==> src/inc/sadc_defs.vh <==
`ifndef SADC_DEFS_VH
`define SADC_DEFS_VH
// ==========================================================
// register offsets
`define SADC_OFS_CTRL     8'hd2
`define SADC_OFS_RES_HI   8'hd3
`define SADC_OFS_RES_LO   8'hd4
`define SADC_OFS_REF      8'hd5
`define SADC_OFS_PIN4     8'hd6
`define SADC_OFS_PIN5     8'hd7
`define SADC_OFS_IRQ_FLAG 8'hd8
`define SADC_OFS_IRQ_EN   8'hd9
// ==========================================================
// field positions
`define SADC_CTRL_EN      7
`define SADC_CTRL_START   6
`define SADC_CTRL_EOC     5
`define SADC_LO_CHANNEL_GLOBAL_ENABLE      6
`define SADC_LO_CKS_HI    5
`define SADC_LO_CKS_LO    4
`define SADC_REF_EXTH     7
`define SADC_REF_EXTL     6
`define SADC_REF_PWM      4
`define SADC_REF_VDD      2
`define SADC_REF_LVL_HI   1
`define SADC_REF_LVL_LO   0
// ==========================================================
// channel codes
`define SADC_CH_EXT_LAST  5'h0b
`define SADC_CH_AMP0      5'h18
`define SADC_CH_AMP1      5'h19
`define SADC_CH_LEVEL     5'h1a
// ==========================================================
// clock divider codes and conversion timing
`define SADC_CKS_DIV16    2'h0
`define SADC_CKS_DIV8     2'h1
`define SADC_CKS_DIV1     2'h2
`define SADC_CKS_DIV2     2'h3
`define SADC_DIV16_LAST   4'hf
`define SADC_DIV8_LAST    4'h7
`define SADC_DIV2_LAST    4'h1
`define SADC_DIV1_LAST    4'h0
`define SADC_CONV_LAST    6'h3f
`define SADC_SAMPLE_SLOTS 4'h4
`define SADC_SLOT_LAST    4'hf
`define SADC_DECIDE_PHASE 2'h3
`define SADC_RES_BITS     12
`define SADC_RES_ZERO     12'h000
`define SADC_BYTE_ZERO    8'h00
`endif

==> src/sadc_control.v <==
`timescale 1ns/1ps
`include "sadc_defs.vh"

module sadc_control
(
  input  wire        clk_in,          // system oscillator
  input  wire        rst_n_in,        // async reset, active low
  input  wire [7:0]  addr_in,         // register address
  input  wire [7:0]  wdata_in,        // register write data
  input  wire        wr_in,           // write strobe
  input  wire        rd_in,           // read strobe
  output reg  [7:0]  rdata_out,       // read data, cycle after rd_in
  input  wire        pwm_enable_in,   // pwm generator enable level
  input  wire        irq_ack_in,      // interrupt taken pulse
  output wire        irq_req_out,     // converter interrupt request
  input  wire        comp_in,         // 1: input at or above trial level
  output reg  [11:0] dac_code_out,    // trial code to the sar dac
  output reg         sample_out,      // sampling phase active
  output reg         busy_out,        // conversion running
  output reg  [4:0]  channel_out,     // channel code to the mux
  output reg  [11:0] ext_sel_out,     // one-hot external input switch
  output reg         amp0_sel_out,    // amplifier 0 output switch
  output reg         amp1_sel_out,    // amplifier 1 output switch
  output reg         level_sel_out,   // internal level switch
  output reg         high_ref_ext_out, // high ref from external pin
  output reg  [1:0]  high_ref_lvl_out, // internal high ref level
  output reg         high_ref_vdd_out, // force internal high ref to supply
  output reg         low_ref_ext_out, // low ref from external pin
  output reg  [7:0]  pin4_dig_en_out, // port 4 digital input enables
  output reg  [5:0]  pin5_dig_en_out  // port 5 digital input enables
);

  // ==========================================================
  // reset release
  reg        rst_s1_q;
  reg        rst_s2_q;
  // only the second stage feeds the logic; the first may still be settling
  wire       rst_n = rst_s2_q;

  always @(posedge clk_in or negedge rst_n_in)
  begin
    if (!rst_n_in)
    begin
      rst_s1_q <= 1'b0;
      rst_s2_q <= 1'b0;
    end
    else
    begin
      rst_s1_q <= 1'b1;
      rst_s2_q <= rst_s1_q;
    end
  end

  // ==========================================================
  // functions
  // converter clock divider
  function [3:0] div_last;
    input [1:0] cks;
    begin
      case (cks)
        `SADC_CKS_DIV16: div_last = `SADC_DIV16_LAST;
        `SADC_CKS_DIV8:  div_last = `SADC_DIV8_LAST;
        `SADC_CKS_DIV1:  div_last = `SADC_DIV1_LAST;
        default:         div_last = `SADC_DIV2_LAST;
      endcase
    end
  endfunction

  function is_write;
    input [7:0] a;
    begin
      is_write = wr_in && (addr_in == a);
    end
  endfunction

  // ==========================================================
  // software registers
  reg        enable_q;
  reg        eoc_q;
  reg [4:0]  chan_q;
  reg        channel_global_enable_q;
  reg [1:0]  cks_q;
  reg        exth_q;
  reg        extl_q;
  reg        pwm_trig_q;
  reg        vdd_q;
  reg [1:0]  lvl_q;
  reg [7:0]  pin4_q;
  reg [5:0]  pin5_q;
  reg        irq_flag_q;
  reg        irq_en_q;
  reg [11:0] result_q;

  // ==========================================================
  // conversion state
  localparam ST_IDLE = 2'b01;
  localparam ST_CONV = 2'b10;

  reg [1:0]  state_q;
  reg [3:0]  div_q;
  reg [5:0]  step_q;
  reg [11:0] acc_q;
  reg [11:0] acc_d;
  reg [3:0]  bit_idx;

  // tick closes one period of the divided converter clock
  wire tick      = (div_q == div_last(cks_q));
  // four ticks per slot; slots 0-3 sample, slots 4-15 settle one bit each, msb first
  // the trial code is registered, so comp_in is only trusted on the slot's last tick
  wire decide    = tick && (step_q[1:0] == `SADC_DECIDE_PHASE)
                   && (step_q[5:2] >= `SADC_SAMPLE_SLOTS);
  wire last_step = tick && (step_q == `SADC_CONV_LAST);
  wire sw_start  = is_write(`SADC_OFS_CTRL) && wdata_in[`SADC_CTRL_EN]
                   && wdata_in[`SADC_CTRL_START];
  // pwm gating
  // pwm starts follow the level, so a held enable restarts right after completion
  wire pwm_start = pwm_trig_q && pwm_enable_in && enable_q;
  // a disabling write aborts at the very edge on which it lands
  wire en_next   = is_write(`SADC_OFS_CTRL) ? wdata_in[`SADC_CTRL_EN] : enable_q;
  wire done      = (state_q == ST_CONV) && last_step && en_next;

  always @*
  begin
    bit_idx = `SADC_SLOT_LAST - step_q[5:2];
    acc_d   = acc_q;
    if (decide)
      acc_d[bit_idx] = comp_in;
  end

  always @(posedge clk_in or negedge rst_n)
  begin
    if (!rst_n)
    begin
      state_q  <= ST_IDLE;
      div_q    <= 4'h0;
      step_q   <= 6'h00;
      acc_q    <= `SADC_RES_ZERO;
      // software must still treat the result as undefined until a first completion
      result_q <= `SADC_RES_ZERO;
    end
    else
    begin
      case (state_q)
        ST_IDLE:
        begin
          div_q  <= 4'h0;
          step_q <= 6'h00;
          acc_q  <= `SADC_RES_ZERO;
          if (en_next && (sw_start || pwm_start))
            state_q <= ST_CONV;
        end
        ST_CONV:
        begin
          div_q <= tick ? 4'h0 : div_q + 4'h1;
          acc_q <= acc_d;
          if (tick)
            step_q <= step_q + 6'h01;
          if (!en_next)
            state_q <= ST_IDLE;
          else if (last_step)
          begin
            state_q  <= ST_IDLE;
            result_q <= acc_d;
          end
        end
        default:
          state_q <= ST_IDLE;
      endcase
    end
  end

  // ==========================================================
  // register writes and flags
  always @(posedge clk_in or negedge rst_n)
  begin
    if (!rst_n)
    begin
      enable_q   <= 1'b0;
      eoc_q      <= 1'b0;
      chan_q     <= 5'h00;
      channel_global_enable_q     <= 1'b0;
      cks_q      <= `SADC_CKS_DIV16;
      exth_q     <= 1'b0;
      extl_q     <= 1'b0;
      pwm_trig_q <= 1'b0;
      vdd_q      <= 1'b0;
      lvl_q      <= 2'h0;
      pin4_q     <= `SADC_BYTE_ZERO;
      pin5_q     <= 6'h00;
      irq_flag_q <= 1'b0;
      irq_en_q   <= 1'b0;
    end
    else
    begin
      enable_q <= en_next;
      if (is_write(`SADC_OFS_CTRL))
        chan_q <= wdata_in[4:0];
      if (done)
        eoc_q <= 1'b1;
      else if (is_write(`SADC_OFS_CTRL))
        eoc_q <= wdata_in[`SADC_CTRL_EOC];
      if (is_write(`SADC_OFS_RES_LO))
      begin
        channel_global_enable_q <= wdata_in[`SADC_LO_CHANNEL_GLOBAL_ENABLE];
        cks_q  <= wdata_in[`SADC_LO_CKS_HI:`SADC_LO_CKS_LO];
      end
      if (is_write(`SADC_OFS_REF))
      begin
        exth_q     <= wdata_in[`SADC_REF_EXTH];
        extl_q     <= wdata_in[`SADC_REF_EXTL];
        pwm_trig_q <= wdata_in[`SADC_REF_PWM];
        vdd_q      <= wdata_in[`SADC_REF_VDD];
        lvl_q      <= wdata_in[`SADC_REF_LVL_HI:`SADC_REF_LVL_LO];
      end
      if (is_write(`SADC_OFS_PIN4))
        pin4_q <= wdata_in;
      if (is_write(`SADC_OFS_PIN5))
        pin5_q <= wdata_in[5:0];
      if (is_write(`SADC_OFS_IRQ_EN))
        irq_en_q <= wdata_in[0];
      if (done)
        irq_flag_q <= 1'b1;
      else if (irq_ack_in)
        irq_flag_q <= 1'b0;
      else if (is_write(`SADC_OFS_IRQ_FLAG))
        irq_flag_q <= wdata_in[0];
    end
  end

  assign irq_req_out = irq_flag_q && irq_en_q;

  // ==========================================================
  // read port
  always @(posedge clk_in or negedge rst_n)
  begin
    if (!rst_n)
      rdata_out <= `SADC_BYTE_ZERO;
    else if (rd_in)
    begin
      case (addr_in)
        `SADC_OFS_CTRL:
          rdata_out <= {enable_q, (state_q == ST_CONV), eoc_q, chan_q};
        `SADC_OFS_RES_HI:
          rdata_out <= result_q[11:4];
        `SADC_OFS_RES_LO:
          rdata_out <= {1'b0, channel_global_enable_q, cks_q, result_q[3:0]};
        `SADC_OFS_REF:
          rdata_out <= {exth_q, extl_q, 1'b0, pwm_trig_q, 1'b0, vdd_q, lvl_q};
        `SADC_OFS_PIN4:
          rdata_out <= pin4_q;
        `SADC_OFS_PIN5:
          rdata_out <= {2'h0, pin5_q};
        `SADC_OFS_IRQ_FLAG:
          rdata_out <= {7'h00, irq_flag_q};
        `SADC_OFS_IRQ_EN:
          rdata_out <= {7'h00, irq_en_q};
        default:
          rdata_out <= `SADC_BYTE_ZERO;
      endcase
    end
    // idle read data falls back to zero so a stale byte never looks like an answer
    else
      rdata_out <= `SADC_BYTE_ZERO;
  end

  // ==========================================================
  // channel decode
  // a switch closes only while the global channel enable is set
  function chan_on;
    input [4:0] code;
    begin
      chan_on = channel_global_enable_q && (chan_q == code);
    end
  endfunction

  // ==========================================================
  // analog side controls, registered
  wire [11:0] ext_sel_d;
  genvar g;
  generate
    for (g = 0; g < `SADC_RES_BITS; g = g + 1)
    begin : g_ext
      assign ext_sel_d[g] = channel_global_enable_q && ({27'h0000000, chan_q} == g);
    end
  endgenerate

  always @(posedge clk_in or negedge rst_n)
  begin
    if (!rst_n)
    begin
      dac_code_out     <= `SADC_RES_ZERO;
      sample_out       <= 1'b0;
      busy_out         <= 1'b0;
      channel_out      <= 5'h00;
      ext_sel_out      <= `SADC_RES_ZERO;
      amp0_sel_out     <= 1'b0;
      amp1_sel_out     <= 1'b0;
      level_sel_out    <= 1'b0;
      high_ref_ext_out <= 1'b0;
      high_ref_lvl_out <= 2'h0;
      high_ref_vdd_out <= 1'b0;
      low_ref_ext_out  <= 1'b0;
      pin4_dig_en_out  <= `SADC_BYTE_ZERO;
      pin5_dig_en_out  <= 6'h00;
    end
    else
    begin
      busy_out   <= (state_q == ST_CONV);
      sample_out <= (state_q == ST_CONV) && (step_q[5:2] < `SADC_SAMPLE_SLOTS);
      dac_code_out <= (step_q[5:2] >= `SADC_SAMPLE_SLOTS) && (state_q == ST_CONV)
                      ? (acc_d | (12'h001 << bit_idx)) : `SADC_RES_ZERO;
      channel_out   <= chan_q;
      ext_sel_out   <= ext_sel_d;
      amp0_sel_out  <= chan_on(`SADC_CH_AMP0);
      amp1_sel_out  <= chan_on(`SADC_CH_AMP1);
      level_sel_out <= chan_on(`SADC_CH_LEVEL);
      high_ref_ext_out <= exth_q;
      high_ref_lvl_out <= lvl_q;
      high_ref_vdd_out <= vdd_q;
      low_ref_ext_out  <= extl_q;
      pin4_dig_en_out  <= ~pin4_q;
      pin5_dig_en_out  <= ~pin5_q;
    end
  end

endmodule // sadc_control

==> config.mk <==
export PLATFORM = sky130hd
export DESIGN_NAME = sadc_control
export DESIGN_NICKNAME = d
export VERILOG_FILES = /design/src/sadc_control.v
export VERILOG_INCLUDE_DIRS = /design/src /design/src/inc
export SDC_FILE = /design/constraint.sdc
export NUM_CORES = 1
export LEC_CHECK = 0
export ABC_AREA = 1
export BUFFER_PORTS_ARGS = -buffer_cell sky130_fd_sc_hd__buf_2
export CAP_MARGIN = 40
export CORE_MARGIN = 2
export CORE_UTILIZATION = 50
export CTS_BUF_LIST = sky130_fd_sc_hd__clkbuf_8
export DETAILED_ROUTE_END_ITERATION = 10
export PLACE_DENSITY = 0.71
export RECOVER_POWER = 50
export SETUP_SLACK_MARGIN = 0.5
export SLEW_MARGIN = 30
export SYNTH_ARGS = -nofsm -noshare
export SYNTH_HDL_FRONTEND = slang
export SYNTH_SLANG_ARGS = --single-unit
==> constraint.sdc <==
create_clock -name clk_in -period 12.3 [get_ports clk_in]
set_input_delay 0.615 -clock clk_in [delete_from_list [all_inputs] [get_ports clk_in]]
set_output_delay 0.615 -clock clk_in [all_outputs]
set_load 0.05 [all_outputs]
# [Word level (Yosys, flattened, before mapping)]
# Cells that the tools add are included.
[word_totals] regBits=131 input_bits=23 output_inout_bits=62 elab_cells=147
[classes] addsub=3 magnitude_cmp=4 eq_ne=32 shift=1 mux=23 bitwise=3 n_reduce_logical=45
[ops] cell="8-bit == test (second input constant)" n=8
[ops] cell="8-bit one-hot mux with 8 select lines" n=1
[ops] cell="1-bit logical AND" n=36
[ops] cell="12-bit two-way mux" n=2
[ops] cell="12-bit one-hot mux with 2 select lines" n=1
[ops] cell="5-bit by 3-bit == test with 1-bit output (second input constant)" n=4
[ops] cell="5-bit by 4-bit == test with 1-bit output (second input constant)" n=4
[ops] cell="5-bit == test (second input constant)" n=3
[ops] cell="12-bit bitwise mux" n=1
[ops] cell="12-bit OR" n=1
[ops] cell="4-bit one-hot mux with 3 select lines" n=1
[ops] cell="6-bit one-hot mux with 2 select lines" n=1
[ops] cell="1-bit by 4-bit left shift with 12-bit output (first input constant)" n=1
[ops] cell="5-bit by 2-bit == test with 1-bit output (second input constant)" n=2
[ops] cell="8-bit two-way mux" n=1
[ops] cell="8-bit NOT" n=1
[ops] cell="4-bit one-hot mux with 2 select lines" n=1
[ops] cell="1-bit two-way mux" n=7
[ops] cell="6-bit by 1-bit adder with 6-bit output (second input constant)" n=1
[ops] cell="2-bit == test (second input constant)" n=3
[ops] cell="6-bit == test (second input constant)" n=1
[ops] cell="2-bit two-way mux" n=3
[ops] cell="6-bit two-way mux" n=1
[ops] cell="6-bit NOT" n=1
[ops] cell="other kinds (21)" n=25

# [Longest topological paths before layout]
# Gate-level depths: netlist of run 1.
[logic_depth] depth_word=9 depth_mapped=12

# [Worst setup path after synthesis of run 1]
# Ideal clock, no wire load.
[synth_timing] kind="reg2reg" startpoint="register state_q[0]" endpoint="register acc_q[10]" arrival_ps=1688 required_ps=12184 setup_slack_ps=10495 path_stages_with_launch=6 n_path_buf=1 period_less_slack_ps=1805 path_cell_list="dfstp_2 > inv_1 > ha_1 > dlygate4sd3_1 > nand2_1 > nand2_1"
[synth_between] elab_chain_cells=2 word_cells_on_any_way=4
[synth_rtl] item="start: declaration" line="sadc_control.v:99" text="reg [1:0] state_q;"
[synth_rtl] item="start signal: assignment" line="sadc_control.v:134" text="state_q <= ST_IDLE;"
[synth_rtl] item="start signal: assignment" line="sadc_control.v:150" text="state_q <= ST_CONV;"
[synth_rtl] item="start signal: assignment" line="sadc_control.v:159" text="state_q <= ST_IDLE;"
[synth_rtl] item="2-bit == test or 2-bit by 1-bit == test with 1-bit output (tied branches)" line="sadc_control.v:143" text="case (state_q)"
[synth_rtl] item="12-bit one-hot mux with 2 select lines or 2-bit nonzero test (tied branches)"
[synth_rtl] item="end signal: assignment" line="sadc_control.v:137" text="acc_q <= `SADC_RES_ZERO;"
[synth_rtl] item="end signal: assignment" line="sadc_control.v:148" text="acc_q <= `SADC_RES_ZERO;"
[synth_rtl] item="end: declaration" line="sadc_control.v:102" text="reg [11:0] acc_q;"
# Several ways; a longest one is shown, not always the timed one.
# A chain may end at the register's enable or synchronous reset.

==> results of run 1 <==
==> cell usage after synthesis, drive strengths merged <==
cell type    count  share of area, %
dlygate4sd3      1              0.18
o22ai            8              0.89
o211ai           1              0.13
nor2            86               6.3
ha               4              0.89
clkbuf           8              0.67
dfrtp          130                58
a21oi            9              0.80
a32o             1              0.18
a31o             1              0.16
conb             1             0.067
nand3b           1              0.13
nor3             4              0.36
buf              8               1.4
nand4           20               2.6
inv             69               4.6
o221ai           1              0.16
o21ai           45               4.1
xor2             4              0.76
dfstp            1              0.47
xnor2            1              0.16
nand2          187                13
nor4             3              0.33
nand3           43               4.1
a41oi            1              0.16
==> flip-flops by register name, indices dropped and copies added (netlist names), 8 cells and up <==
name and count:
pin4_dig_en_out 8, rdata_out 8, result_q 12, dac_code_out 12, acc_q 12, pin4_q 8, ext_sel_out 12
==> kinds of logic after synthesis <==
family | count (synthesis)
AND/OR/NAND/NOR | 344
flip-flops | 131
buffers and inverters | 86
AO/OA/AOI/OAI | 67
XOR/XNOR | 5
adder cells (fa/ha/maj) | 4
other | 1
==> cell type report <==
| cell class | instances | area, um^2 | share of cell area [%] |
|---|---|---|---|
| inverters | 69 | 262 | 3.99 |
| clock inverters | 15 | 191 | 2.92 |
| multi-input cells | 421 | 1970 | 30.0 |
| flip-flops and latches | 131 | 3280 | 50.0 |
| clock buffers | 17 | 234 | 3.57 |
| well taps | 140 | 175 | 2.67 |
| repair buffers | 88 | 447 | 6.81 |
==> how the worst min path moves through the flow <==
stage                             from                           end  slack (ns)  cells after the start
floorplan                     rst_n_in               rst_n$_DFF_PN0_        0.32                      0
global placement       rst_n$_DFF_PN0_    high_ref_ext_out$_DFF_PN0_        0.34                      0
detailed placement  rst_s1_q$_DFF_PN0_               rst_n$_DFF_PN0_        0.34                      0
CTS                    rst_n$_DFF_PN0_  pin4_dig_en_out[7]$_DFF_PN0_        0.36                      0
global route        rst_s1_q$_DFF_PN0_               rst_n$_DFF_PN0_        0.38                      0
finish              rst_s1_q$_DFF_PN0_               rst_n$_DFF_PN0_        0.36                      0
==> critical path, delay by kind of cell, from the launching register on <==
kind | cells | cell delay, ns
buf+inv | 2 | 3.27
flops | 1 | 1.52
==> per-layer routing <==
metal | track usage (%) | part of all wire (%)
met5 | 0 | 0
met4 | 6.52 | 1.4
met3 | 5.06 | 4.9
met2 | 37.2 | 49
met1 | 28.8 | 44
==> repair_timing <==
| item | in CTS | in global routing |
|---|---|---|
| hold buffers | 1 | 0 |
| resized for setup | 0 | 0 |
| endpoints found under the hold margin | 2 | 0 |
==> power groups by stage <==
| stage | Combinational, W | Clock [W] | Sequential (W) |
|---|---|---|---|
| 4_1_cts | 0.000125 | 0.000391 | 0.000464 |
| 5_1_grt | 0.000139 | 0.000410 | 0.000466 |
| 3_3_place_gp | 0.000121 | 0 | 0.000471 |
| 3_5_place_dp | 0.000124 | 0 | 0.000472 |
| 6_report | 0.000125 | 0.000385 | 0.000463 |
| 2_1_floorplan | 0.0000697 | 0 | 0.000495 |
==> stage by stage <==
step	hold slack, ns	power, W	std cells	area (um^2)	util [%]
detailed placement	0.342	0.000596	846	6120	56.0
CTS	0.357	0.000980	879	6560	59.9
finish	0.364	0.000973	881	6560	60.0
global route	0.375	0.00102	881	6560	60.0
floorplan	0.319	0.000565	638	5630	-
global placement	0.342	0.000592	846	6120	55.9
==> results.tsv, run 1 <==
metric	value	unit
WL final	12400	um
ANT cells	0	
mux share of post-synthesis cell area	0	%
Leak Pwr	3.31	nW
Post-Synth Simple-Gate Area	26.5	%
CP Cell Sequence	clkbuf_1, clkbuf_1	
VDD IR max	0.0000841	V
Detail Route Antenna Nets	0	
clk sinks	131	
Reg power frac	47.6	%
Rows	38	
largest net degree at the start of global routing	88	
Max FO, Critical Path	79	
io pins	85	
CTS H-tree lvls	4	
#FFs+latches synth	131	
CTS buffer count	17	
total track usage	22.2	%
Max Slew Vio Count	124	
skew final	0.0120	ns
slowest CP cell	clkbuf_1	
worst hold path type	reg2reg	
Synth Area in Compound Gates	6.53	%
vias in the first global route	4313	
Synth Area in XOR/XNOR	0.911	%
fin crit period	5.64	ns
CP startpoint	rst_n$_DFF_PN0_	
PD cells	148	nW/um^2
Fin. Hold Viols	0	
Port-buffer cells	84	
Comb pwr share	12.8	%
synthesized area per cell	8.83	um^2
Die W	110	um
syn nets	665	
Max Cap Viol	2	
dominant cell type by count on the critical path	clkbuf_1	
DRC violations left	0	
violated checks	capacitance limit, slew limit	
Filler cells	928	
RSZ-0062 raised after global routing	false	
commonest non-fill, non-tap cell in the layout	nand2_1	
Reg-to-Reg End	amp0_sel_out$_DFF_PN0_	
clock buffer depth	2	
Setup WS post-layout	6.66	ns
CP max stage delay	2.83	ns
Die Ht	110	um
setup TNS	0	ns
max_slew headroom	-165	%
largest family of logic cells by synthesized area	simple AND/OR/NAND/NOR gates	
first-pass iteration count of the detailed router	5	
CTS tree	done	
DR vias/cell	5.12	
Worst setup SP type	flip-flop	
sequential fraction of the synthesis area	58.2	%
dpl ws	9.94	ns
crit end category	asynchronous set/reset pin	
CP required	11.92	ns
dpl hpwl	8990	um
clock share of power	39.6	%
Post-Syn Area	5630	um^2
Starting Density	51.5	%
Final Cycle Share	45.9	%
Syn-to-layout area delta	16.4	%
final setup fails	0	
adder-cell share of the synthesized area	0.888	%
Sw Ratio	28.5	%
setup bufs post-CTS	0	
status	finished with violations	
r2r worst-path depth	2	
r2r startpoint	rst_n$_DFF_PN0_	
first-pass GRT wire length	20500	um
Root Buffer	clkbuf_8	
WL/cell	14.1	um
CP endpoint	amp0_sel_out$_DFF_PN0_	
gr ovfl total	0	
Sw Pwr	0.000277	W
critical path class	reg2async	
clk slew on worst S/H paths	0.07	ns
routability cong.	0.867	
layout cells sized above 1	18.9	%
nets	755	
Gate Count Post-Synth	638	
worst reg-to-reg setup slack	6.66	ns
Pint	0.000696	W
via count	4507	
FMAX	177	MHz
Die ar.	12100	um^2
initial antenna violation count	0	
Skew-Pair Late Insertion Delay	0.44	ns
Core ar.	10900	um^2
synth unique cells	38	
Iter 0 DRT Violations	318	
Worst EP arrival	5.26	ns
Tightest Pin Transition	3.97	ns
Ys Warns	0	
commonest non-fill, non-tap cells in the layout	180 x nand2_1, 130 x dfrtp_1, 82 x buf_2	
Note: power is estimated with default switching activity, not from simulation.
==> run 2: changes to the inputs <==
Settings changed: PLACE_DENSITY 0.71 to 0.74.
Clock period 12.3 ns to 4.6 ns, I/O delays scaled along.
==> results.tsv, run 2 (synthesized netlist as in run 1, its figures left out) <==
metric	value	unit	change
DR vias/cell	5.18		+1.2%
Syn-to-layout area delta	16.3	%	
setup bufs post-CTS	0		unchanged
slowest CP cell	ha_1		
crit end category	flip-flop		
PD cells	388	nW/um^2	+160%
CP max stage delay	0.48	ns	-2.35 ns
first-pass GRT wire length	21400	um	+4.2%
Tightest Pin Transition	1.44	ns	-2.53 ns
Skew-Pair Late Insertion Delay	0.45	ns	about the same
Max FO, Critical Path	14		-82%
gr ovfl total	0		unchanged
total track usage	23.2	%	+1.1 points
vias in the first global route	4489		+4.1%
CTS tree	done		
crit-path leading delay family	simple AND/OR/NAND/NOR gates		
RSZ-0062 raised after global routing	false		
DRC violations left	0		unchanged
Core ar.	10900	um^2	unchanged
CTS H-tree lvls	4		unchanged
largest net degree at the start of global routing	69		-22%
CTS buffer count	17		unchanged
Starting Density	51.5	%	unchanged
Die W	110	um	unchanged
Leak Pwr	3.31	nW	about the same
final setup fails	0		unchanged
Port-buffer cells	84		unchanged
max_slew headroom	3.77	%	+170 points
Max Cap Viol	0		-2
hold depth	3		+3
layout cells sized above 1	19.1	%	+0.22 points
r2r worst-path depth	9		+7
Hold Crit Endpoint	irq_en_q$_DFFE_PN0P_		
skew final	0.0131	ns	+0.00112 ns
Fin. Hold Viols	0		unchanged
CP Cell Sequence	ha_1, buf_6, nand2_2, nor2_4, nand4_4, nor2_4, inv_2, nand2_1, nand2_1		
hold slack	0.0591	ns	-0.305 ns
nets	757		+0.26%
clock buffer depth	2		unchanged
first-pass iteration count of the detailed router	5		unchanged
Iter 0 DRT Violations	272		-14%
dpl hpwl	9250	um	+2.9%
hold_sp	wdata_in[0]		
quantity of gates resized following cts	0		unchanged
routability cong.	0.914		+5.3%
fin area	6550	um^2	-0.13%
worst reg-to-reg setup slack	2.38	ns	-4.28 ns
final non-filler cell total	883		+0.23%
setup TNS	0	ns	unchanged
Worst EP arrival	2.55	ns	-2.71 ns
WL final	12800	um	+3.3%
Cells after DPL	848		+0.24%
final core occ	59.9	%	-0.080 points
critical path class	reg2reg		
WL/cell	14.5	um	+3.0%
commonest non-fill, non-tap cells in the layout	180 x nand2_1, 130 x dfrtp_1, 82 x buf_2		
Root Buffer	clkbuf_8		
Worst setup SP type	flip-flop		
commonest non-fill, non-tap cell in the layout	nand2_1		
r2r startpoint	step_q[0]$_DFFE_PN0P_		
Final Cycle Share	48.3	%	+2.4 points
clk slew on worst S/H paths	0.07	ns	about the same
Detail Route Antenna Nets	0		unchanged
FMAX	450	MHz	+150%
VDD IR max	0.000223	V	+160%
io pins	85		unchanged
Rows	38		unchanged
Reg-to-Reg End	result_q[2]$_DFFE_PN0P_		
via count	4570		+1.4%
worst hold path type	in2reg		
fin crit period	2.22	ns	-3.42 ns
Die Ht	110	um	unchanged
CP required	4.93	ns	-6.99 ns
status	complete, no violations		
initial antenna violation count	0		unchanged
Die ar.	12100	um^2	unchanged
clk sinks	131		unchanged
Area after DPL	6130	um^2	+0.18%
Max Slew Vio Count	0		-100%
ANT cells	0		unchanged
Critical path buffers and inverters	2		unchanged
==> run 2: stage by stage <==
stage,worst slack [ns],total power [W]
detailed placement,2.27,0.00160
global placement,2.40,0.00158
CTS,2.24,0.00256
global route,2.16,0.00265
floorplan,0.682,0.00151
finish,2.38,0.00254
==> run 2: worst max path at each step <==
stage                               start                  endpoint  slack (ns)  depth (start not counted)
floorplan                 rst_n$_DFF_PN0_      acc_q[0]$_DFFE_PN0P_        0.68                          0
global placement    step_q[0]$_DFFE_PN0P_  result_q[11]$_DFFE_PN0P_        2.40                          8
detailed placement  step_q[0]$_DFFE_PN0P_   result_q[2]$_DFFE_PN0P_        2.27                          8
global route        step_q[0]$_DFFE_PN0P_   result_q[1]$_DFFE_PN0P_        2.16                          9
CTS                 step_q[0]$_DFFE_PN0P_   result_q[1]$_DFFE_PN0P_        2.24                          8
finish              step_q[0]$_DFFE_PN0P_   result_q[2]$_DFFE_PN0P_        2.38                          9
==> run 2: tightest hold or removal path: stages <==
cell	delay [ns]
buf_2	0.09
nor2_1	0.04
a21oi_1	0.10
==> run 2: what timing repair did <==
item | CTS | global route
endpoints found under the setup margin | 0 | 0
endpoints found under the hold margin | 2 | 0
hold buffers | 1 | 0
==> run 2: metal layers <==
layer / GRT usage (%) / share of wire, % / vias up
met2: 38.3 / 49 / 137
met1: 29.8 / 43 / 2194
met4: 9.82 / 2.3 / 0
li1: - / - / 2216
met3: 4.82 / 5.2 / 23
met5: 0 / 0 / -
==> run 2: area by class of cell <==
class / instances / area [um^2]
clock inverters: 13 / 134
flip-flops and latches: 131 / 3280
clock buffers: 19 / 262
repair buffers: 90 / 478
inverters: 69 / 262
fillers: 954 / 4390
multi-input cells: 421 / 1960
well taps: 140 / 175
==> run 2: power breakdown <==
group	leakage, nW	internal (W)	switching, W
sequential	1.73	0.00120	0.0000357
combinational	1.38	0.0000808	0.000267
clock	0.198	0.000507	0.000453
